`src/ebp_pkg.sv`:
```
/*
 * constants, states and decode helpers of the external bus port.
 * assumes one 100 MHz reference clock and an arbiter outside that grants mastership.
 */
package ebp_pkg;
  // ****************************************
  // widths and decode
  // ****************************************
  localparam int ADDR_W     = 24;
  localparam int MADDR_W    = 28;
  localparam int DATA_W     = 48;
  localparam int BANKS      = 4;
  localparam int BANK_LO    = 24;  // 16M-word banks
  localparam int SDBANK_LO  = 26;  // 64M-word banks
  localparam int IOP_W      = 9;   // register space address width
  localparam logic [1:0] IPACK_NOPACK = 2'h1;
  localparam logic [BANKS-1:0] BANK_IDLE_N = 4'hF;
  localparam logic [DATA_W-1:0] UPPER_MASK = 48'hFFFFFFFF0000;
  localparam logic [DATA_W-1:0] LANE1_MASK = 48'h00000000FF00;
  localparam logic [DATA_W-1:0] LANE0_MASK = 48'h0000000000FF;
  localparam int EP_CLK_DIV = 2;   // core cycles per port cycle

  // ****************************************
  // state machines
  // ****************************************
  typedef enum logic [2:0] {
    M_IDLE   = 3'b001,
    M_SETUP  = 3'b010,
    M_ACCESS = 3'b100
  } ebp_mst_state_type;

  typedef enum logic [2:0] {
    S_IDLE = 3'b001,
    S_WAIT = 3'b010,
    S_DONE = 3'b100
  } ebp_slv_state_type;

  // one-hot active-low select of the bank that holds the address
  function automatic logic [BANKS-1:0] bank_decode(input logic [MADDR_W-1:0] a,
                                                   input logic sdram);
    logic [1:0] b;
    b = sdram ? a[SDBANK_LO+:2] : a[BANK_LO+:2];
    bank_decode = ~(4'h1 << b);
  endfunction
endpackage

```
`src/ebp_external_bus_port.sv`:
```
/*
 * external parallel bus port: master accesses, slave register accesses,
 * bank selects, lane extension and three-state control.
 * assumes pins are resolved outside from the _o/_oe/_i triples, and that
 * bus mastership comes from an arbiter outside this block.
 */
module ebp_external_bus_port #(
  parameter int EP_DIV = ebp_pkg::EP_CLK_DIV
) (
  input  wire logic                        ref_clk,
  input  wire logic                        rst,
  // configuration
  input  wire logic                        bus_master,
  input  wire logic [1:0]                  instruction_packing_field,
  input  wire logic                        link0_enable,
  input  wire logic                        link1_enable,
  input  wire logic                        sdram_half_rate,
  input  wire logic                        slave_sync_mode,
  // core side master requests
  input  wire logic                        mst_req,
  output logic                             mst_ready,
  input  wire logic                        mst_write,
  input  wire logic                        mst_sync,
  input  wire logic                        mst_sdram,
  input  wire logic [ebp_pkg::MADDR_W-1:0] mst_addr,
  input  wire logic [ebp_pkg::DATA_W-1:0]  mst_wdata,
  output logic                             mst_done,
  output logic [ebp_pkg::DATA_W-1:0]       mst_rdata,
  output logic                             mst_wide_fetch,
  // register space side for outside masters
  output logic                             iop_req,
  output logic                             iop_write,
  output logic [ebp_pkg::IOP_W-1:0]        iop_addr,
  output logic [ebp_pkg::DATA_W-1:0]       iop_wdata,
  input  wire logic                        iop_ready,
  input  wire logic [ebp_pkg::DATA_W-1:0]  iop_rdata,
  output logic [ebp_pkg::BANKS-1:0]        tracked_bank_n,
  // pins
  output logic [ebp_pkg::ADDR_W-1:0]       external_address_bus_o,
  output logic                             external_address_bus_oe,
  input  wire logic [ebp_pkg::ADDR_W-1:0]  external_address_bus_i,
  output logic [ebp_pkg::DATA_W-1:0]       external_data_bus_o,
  output logic [ebp_pkg::DATA_W-1:0]       external_data_bus_oe,
  input  wire logic [ebp_pkg::DATA_W-1:0]  external_data_bus_i,
  output logic [ebp_pkg::BANKS-1:0]        bank_select_lines_n_o,
  output logic                             bank_select_lines_oe,
  input  wire logic [ebp_pkg::BANKS-1:0]   bank_select_lines_n_i,
  output logic                             rd_n_o,
  output logic                             rd_n_oe,
  input  wire logic                        rd_n_i,
  output logic                             wr_n_o,
  output logic                             wr_n_oe,
  input  wire logic                        wr_n_i,
  output logic                             ack_o,
  output logic                             ack_oe,
  input  wire logic                        ack_i,
  input  wire logic                        suspend_bus_tristate_n
);

  if (EP_DIV < 1 || EP_DIV > 255) begin : g_chk
    $error("EP_DIV out of range");
  end

  ebp_pkg::ebp_mst_state_type mst_state_reg;
  ebp_pkg::ebp_slv_state_type slv_state_reg;
  logic [7:0]                 ep_cnt_reg;
  logic                       half_reg;
  logic                       step_en;
  logic                       suspend_bus_tristate_reg;
  logic                       drive_en;
  logic [ebp_pkg::DATA_W-1:0] lane_mask;
  logic [ebp_pkg::ADDR_W-1:0] addr_reg;
  logic [ebp_pkg::BANKS-1:0]  bank_n_reg;
  logic [ebp_pkg::DATA_W-1:0] wdata_reg;
  logic                       write_reg;
  logic                       sdram_reg;
  logic                       rd_n_reg;
  logic                       wr_n_reg;
  logic                       rd_meta_reg;
  logic                       rd_sync_reg;
  logic                       wr_meta_reg;
  logic                       wr_sync_reg;
  logic                       slv_hit;
  logic [ebp_pkg::DATA_W-1:0] slv_data_reg;
  logic                       slv_rd_reg;
  logic                       slv_sync_reg;

  // ****************************************
  // rate enables
  // ****************************************
  // port-rate divider and half-core-rate toggle
  always_ff @(posedge ref_clk or posedge rst) begin
    if (rst) begin
      ep_cnt_reg <= 8'h00;
      half_reg   <= 1'b0;
    end else begin
      half_reg <= ~half_reg;
      if (ep_cnt_reg == 8'(EP_DIV - 1)) begin
        ep_cnt_reg <= 8'h00;
      end else begin
        ep_cnt_reg <= ep_cnt_reg + 8'h01;
      end
    end
  end

  // sdram steps at core or half rate, other banks at port rate
  always_comb begin
    if (sdram_reg) begin
      step_en = sdram_half_rate ? half_reg : 1'b1;
    end else begin
      step_en = (ep_cnt_reg == 8'(EP_DIV - 1));
    end
  end

  // ****************************************
  // three-state control and lanes
  // ****************************************
  // suspend takes effect on the following cycle
  always_ff @(posedge ref_clk or posedge rst) begin
    if (rst) begin
      suspend_bus_tristate_reg <= 1'b0;
    end else begin
      suspend_bus_tristate_reg <= ~suspend_bus_tristate_n;
    end
  end

  assign drive_en = bus_master & ~suspend_bus_tristate_reg;

  // lower lanes usable only while the matching link port is off
  assign lane_mask = ebp_pkg::UPPER_MASK
                   | (link1_enable ? '0 : ebp_pkg::LANE1_MASK)
                   | (link0_enable ? '0 : ebp_pkg::LANE0_MASK);

  // full-width fetch only with no packing and both lanes free
  assign mst_wide_fetch = (instruction_packing_field == ebp_pkg::IPACK_NOPACK)
                        & ~link0_enable & ~link1_enable;

  // ****************************************
  // master access sequencer
  // ****************************************
  assign mst_ready = (mst_state_reg == ebp_pkg::M_IDLE) & drive_en;

  // address, select and strobes of one word access
  always_ff @(posedge ref_clk or posedge rst) begin
    if (rst) begin
      mst_state_reg <= ebp_pkg::M_IDLE;
      addr_reg      <= '0;
      bank_n_reg    <= ebp_pkg::BANK_IDLE_N;
      wdata_reg     <= '0;
      write_reg     <= 1'b0;
      sdram_reg     <= 1'b0;
      rd_n_reg      <= 1'b1;
      wr_n_reg      <= 1'b1;
      mst_done      <= 1'b0;
      mst_rdata     <= '0;
    end else begin
      mst_done <= 1'b0;
      case (mst_state_reg)
        ebp_pkg::M_IDLE: begin
          if (mst_req && mst_ready) begin
            // select and address change on the same edge
            addr_reg      <= mst_addr[ebp_pkg::ADDR_W-1:0];
            bank_n_reg    <= ebp_pkg::bank_decode(mst_addr, mst_sdram);
            wdata_reg     <= mst_wdata & lane_mask;
            write_reg     <= mst_write;
            sdram_reg     <= mst_sdram;
            mst_state_reg <= ebp_pkg::M_SETUP;
          end
        end
        ebp_pkg::M_SETUP: begin
          if (step_en && !suspend_bus_tristate_reg) begin
            rd_n_reg      <= write_reg;
            wr_n_reg      <= ~write_reg;
            mst_state_reg <= ebp_pkg::M_ACCESS;
          end
        end
        ebp_pkg::M_ACCESS: begin
          // acknowledge low holds the access; suspend halts it
          if (step_en && ack_i && !suspend_bus_tristate_reg) begin
            rd_n_reg      <= 1'b1;
            wr_n_reg      <= 1'b1;
            bank_n_reg    <= ebp_pkg::BANK_IDLE_N;
            mst_rdata     <= external_data_bus_i & lane_mask;
            mst_done      <= 1'b1;
            mst_state_reg <= ebp_pkg::M_IDLE;
          end
        end
        default: begin
          mst_state_reg <= ebp_pkg::M_IDLE;
        end
      endcase
    end
  end

  // ****************************************
  // slave side: outside master reaches our registers
  // ****************************************
  // strobes from outside are asynchronous: two-stage synchronisers
  always_ff @(posedge ref_clk or posedge rst) begin
    if (rst) begin
      rd_meta_reg <= 1'b1;
      rd_sync_reg <= 1'b1;
      wr_meta_reg <= 1'b1;
      wr_sync_reg <= 1'b1;
    end else begin
      rd_meta_reg <= rd_n_i;
      rd_sync_reg <= rd_meta_reg;
      wr_meta_reg <= wr_n_i;
      wr_sync_reg <= wr_meta_reg;
    end
  end

  // outside address inside our register space
  assign slv_hit = ~bus_master
                 & (external_address_bus_i[ebp_pkg::ADDR_W-1:ebp_pkg::IOP_W] == '0);

  // one register access per strobe, held until the strobe returns high
  always_ff @(posedge ref_clk or posedge rst) begin
    if (rst) begin
      slv_state_reg <= ebp_pkg::S_IDLE;
      iop_req       <= 1'b0;
      iop_write     <= 1'b0;
      iop_addr      <= '0;
      iop_wdata     <= '0;
      slv_data_reg  <= '0;
      slv_rd_reg    <= 1'b0;
      slv_sync_reg  <= 1'b0;
    end else begin
      iop_req <= 1'b0;
      case (slv_state_reg)
        ebp_pkg::S_IDLE: begin
          if (slv_hit && (!rd_sync_reg || !wr_sync_reg)) begin
            iop_req       <= 1'b1;
            iop_write     <= ~wr_sync_reg;
            iop_addr      <= external_address_bus_i[ebp_pkg::IOP_W-1:0];
            iop_wdata     <= external_data_bus_i & lane_mask;
            slv_rd_reg    <= wr_sync_reg;
            slv_sync_reg  <= slave_sync_mode;
            slv_state_reg <= ebp_pkg::S_WAIT;
          end
        end
        ebp_pkg::S_WAIT: begin
          if (iop_ready) begin
            slv_data_reg  <= iop_rdata & lane_mask;
            slv_state_reg <= ebp_pkg::S_DONE;
          end
        end
        ebp_pkg::S_DONE: begin
          if (rd_sync_reg && wr_sync_reg) begin
            slv_rd_reg    <= 1'b0;
            slv_state_reg <= ebp_pkg::S_IDLE;
          end
        end
        default: begin
          slv_state_reg <= ebp_pkg::S_IDLE;
        end
      endcase
    end
  end

  // non-master keeps a copy of the master's selects
  always_ff @(posedge ref_clk or posedge rst) begin
    if (rst) begin
      tracked_bank_n <= ebp_pkg::BANK_IDLE_N;
    end else if (!bus_master) begin
      tracked_bank_n <= bank_select_lines_n_i;
    end
  end

  // ****************************************
  // pin drivers
  // ****************************************
  assign external_address_bus_o  = addr_reg;
  assign external_address_bus_oe = drive_en;
  assign bank_select_lines_n_o   = bank_n_reg;
  assign bank_select_lines_oe    = drive_en;
  assign rd_n_o                  = rd_n_reg;
  assign rd_n_oe                 = drive_en;
  assign wr_n_o                  = wr_n_reg;
  assign wr_n_oe                 = drive_en;

  // data: master write, or answer to an outside read once ready
  always_comb begin
    external_data_bus_o  = wdata_reg;
    external_data_bus_oe = '0;
    if (drive_en && write_reg && mst_state_reg != ebp_pkg::M_IDLE) begin
      external_data_bus_oe = lane_mask;
    end else if (slv_rd_reg && slv_state_reg == ebp_pkg::S_DONE && !suspend_bus_tristate_reg) begin
      external_data_bus_o  = slv_data_reg;
      external_data_bus_oe = lane_mask;
    end
  end

  // wait states for a synchronous register access still pending
  assign ack_o  = 1'b0;
  assign ack_oe = slv_sync_reg & (slv_state_reg == ebp_pkg::S_WAIT);
endmodule

```
`config.mk`:
```
export PLATFORM = sky130hd
export DESIGN_NAME = ebp_external_bus_port
export DESIGN_NICKNAME = d
export VERILOG_FILES = /design/src/ebp_pkg.sv /design/src/ebp_external_bus_port.sv
export SDC_FILE = /design/constraint.sdc
export NUM_CORES = 1
export LEC_CHECK = 0
export ABC_AREA = 1
export BUFFER_PORTS_ARGS = -buffer_cell sky130_fd_sc_hd__buf_4
export CORE_MARGIN = 1.5
export CORE_UTILIZATION = 30
export DETAILED_ROUTE_END_ITERATION = 8
export PLACE_DENSITY = 0.59
export SYNTH_ARGS = -nofsm -noshare
export SYNTH_HDL_FRONTEND = slang
export SYNTH_SLANG_ARGS = --single-unit
export TNS_END_PERCENT = 10
```
`constraint.sdc`:
```
create_clock -name ref_clk -period 8.3 [get_ports ref_clk]
set_input_delay 0 -clock ref_clk [delete_from_list [all_inputs] [get_ports ref_clk]]
set_output_delay 0 -clock ref_clk [all_outputs]
set_load 0.02 [all_outputs]
```
==> impl_summary.md <==
Setup path
Among all stages on the critical path, the largest delay is contributed by dlygate4sd3_1. The capturing point of the worst reg2reg path is iop_wdata[44]. The signal on the critical path passes through nand2_1, nand2_1, nor3_2, dlygate4sd3_1, nand3_1, dlygate4sd3_1, nor2_4, buf_4, nand2_1, nand2_1.

STA classifies the critical path endpoint as a flop. The origin of the critical flop-to-flop path is rd_sync_reg. STA classifies the critical path startpoint as a flop. Grouping stages by cell kind, the critical path spends the most delay in buffers and inverters. The path depth of the worst reg2reg path is 10.

The setup path with the least slack is of type reg2reg. The critical path contains buffers and inverters numbering 3 combined. The required time at the worst-slack endpoint is ~8800 ps. The most numerous cell on the critical path is nand2_1. For flop-to-flop paths, the worst setup slack is ~5300 ps.

At the worst endpoint, the arrival time is between 3000 and 4000 ps. In this run the worst path has a maximum fanout of 60. The critical path's largest stage delay is 610 ps.

Timing
The final count of pins violating max slew is 0. The final critical path time including I/O delays and setup is 3050 ps. Dividing the final minimum period by the clock period gives 0.367. The sum of negative setup slack is 0 ps.

Setup repair after global routing left no endpoint under its margin. The setup skew after layout is 21.0 ps. The number of hold-slack violations in the final timing report came to 0.

The worst-margin pin slew is ~1000 ps. Timing would allow up to around 330 MHz. The relative max-transition margin is 0.307. Final hold analysis gives a worst-case slack of 40.2 ps. Setup violations remaining at the end of the flow were counted as 0.

Placed design
The congestion estimate from routability-driven global placement came to between 0.7 and 0.8. The half-perimeter wire length after detailed placement is approximately 23000 um. The count of buffers inserted at the top-level ports is ~460. The count of placed standard cells including taps is approximately 2200.

Synth
The mapped netlist covers ~11000 um^2. In this run, distinct cell masters in the synthesized netlist total 32. The share of the Yosys chip area taken by registers is 0.581. The number of nets in the synthesized netlist is ~1600. Each instance of the synthesized netlist takes up on average 8.38 um^2. Yosys printed 0 warnings. The number of synthesized register bits is between 200 and 300. Synthesis produced a netlist whose cell count is between 1000 and 1500.

Power
The power density over cell area is around 220 nW/um^2. The worst-case vdd ir drop is roughly 0.17 mV. The leakage power of the design is 0.00986 uW.

Clock tree
For this design, the sink count on the clock tree is between 200 and 300. Clock-pin slew was measured on the worst setup and hold paths at ~60 ps. The count of H-tree levels built during CTS is 1. The number of setup buffers added after CTS is 0. At the later pin of the worst-skew pair, clock insertion delay measures around 560 ps.

The clock tree root driver cell is clkbuf_16. The number of clock buffers inserted by TritonCTS is 30. In this run the deepest clock path goes through 3 buffers. TritonCTS built the clock tree.

Die
The initialized floorplan defines 70 standard-cell rows. The total area inside the core boundary comes to approximately 37000 um^2. The number of ports placed on the die boundary is 464. The die is ~200 um tall.

The floorplan step defined a die boundary enclosing between 30000 and 40000 um^2. For this configuration, the core starts out at a cell density of 0.307. The horizontal extent of the die is roughly 200 um.

Detailed routing
The first detailed-routing pass took 4 iterations. The count of unresolved DRC violations after routing is 0. The post-detailed-routing wire length is 36300 um. The via count of the routed design is between 10000 and 15000. In the routed layout, each cell is associated on average with a via count of 4.26. The detail route stage leaves a number of antenna-violating nets equal to 0. The routed wire length per instance is 14.6 um. The DRC marker count from the first detailed-route iteration is roughly 420.

Final layout
For this run, the share of the core covered by cells in the final layout is 0.487. In the final layout, the share of cells above drive strength 1 is 0.280. The number of inserted diodes is 0. The most common cell after layout, fill and taps aside is nand2_1.

The final cell count without fillers is roughly 2500. The top cell types in the final layout, fill and taps aside, are nand2_1 (651), buf_4 (467), dfrtp_1 (246). The number of nets in the layout is approximately 2200.

The area growth from synthesis to layout is 58.7%.

Global route
The largest net degree at the start of global routing is about 140. The global-route usage over all layers is 0.184. The via count of the first global-routing pass came to approximately 11000. The number of antenna violations at the first check in global routing is 0. Summed over all layers, the global routing overflow is 0. The first global-routing pass estimated 57700 um of wire.

Min path
The tightest min-delay check is of the in2reg type. The hold-critical path endpoint is bank_select_lines_n_o[1]. The worst hold path was traced through 7 stages. The startpoint identified for the worst hold timing path is mst_addr[27].

Run
Across the run, the number of max-cap violations was 0.

Run status
The run finished with clean final reports.
## synthesized netlist by cell type (all sizes together)
master	instances	area share
nand3	25	0.013
buf	95	0.058
nor3b	1	0.0011
dfrtp	246	0.54
o21ai	125	0.055
clkbuf	16	0.0053
ha	2	0.0022
nor2	34	0.012
nor3	12	0.0076
nand2	655	0.22
a21oi	3	0.0013
clkinv	1	0.00033
dfstp	16	0.037
nand4	6	0.0046
o31ai	2	0.0018
or2	1	0.00055
xor2	3	0.0023
o21a	1	0.00066
inv	106	0.035
conb	1	0.00033
## layer usage
metal  GRT usage  wire [um]  up-vias
li1            -          -     5288
met1       0.231      15800     4924
met2       0.312      16800      354
met3      0.0536       3110       31
met4      0.0435        511        0
met5           0          0        -
## timing repair
item / 4_1_cts / 5_1_grt
endpoints found under the hold margin: 361 / 0
hold buffers: 221 / 0
gates resized for setup: 0 / 0
## layout make-up
class / count / area [um^2]
clock buffers: 44 / 885
clock inverters: 8 / 93.8
fillers: 3395 / 18900
inverters: 107 / 409
multi-input cells: 871 / 3640
flip-flops and latches: 262 / 6580
well taps: 504 / 631
repair buffers: 689 / 5740
## worst max-delay path by stage
stage,from,to,cells past startpoint
finish,rd_sync_reg,iop_wdata[44],10
global route,ep_cnt_reg[1],mst_rdata[34],12
CTS,rd_sync_reg,iop_wdata[16],10
detailed placement,ep_cnt_reg[1],mst_rdata[18],12
global placement,ep_cnt_reg[1],mst_rdata[31],12
floorplan,rst,ep_cnt_reg[0],1
## worst min-delay path: cells and delay by family
kind	cells	cell delay (ps)
simple gates	2	90
buf+inv	3	210
compound gates	2	260
## kinds of logic (layout without fill, tap and decap cells)
group	after synthesis	in the layout	synth area share
DFF	262	262	0.581
AOI/OAI and AO/OA	131	131	0.0590
xor gates and xnor gates	3	3	0.00232
and+or+nand+nor	734	734	0.256
buffers and inverters	218	848	0.0992
other	1	1	0.000331
adders and majority gates	2	2	0.00221
## stage by stage
stage	worst slack (ps)	power, uW	area, um^2
detailed placement	5340	2610	14800
CTS	5240	4030	18000
global route	4940	4190	18000
global placement	5370	2590	14800
floorplan	1110	2140	11300
finish	5250	3990	18000
## report_power, final
part	leakage (uW)	switching [uW]	total, uW	internal (uW)
Clock	0.000486	525	1320	793
Sequential	0.00324	104	1580	1470
Combinational	0.00613	602	1090	493
Total	0.00986	1230	3990	2760
Power figures use the tool's default switching activity.
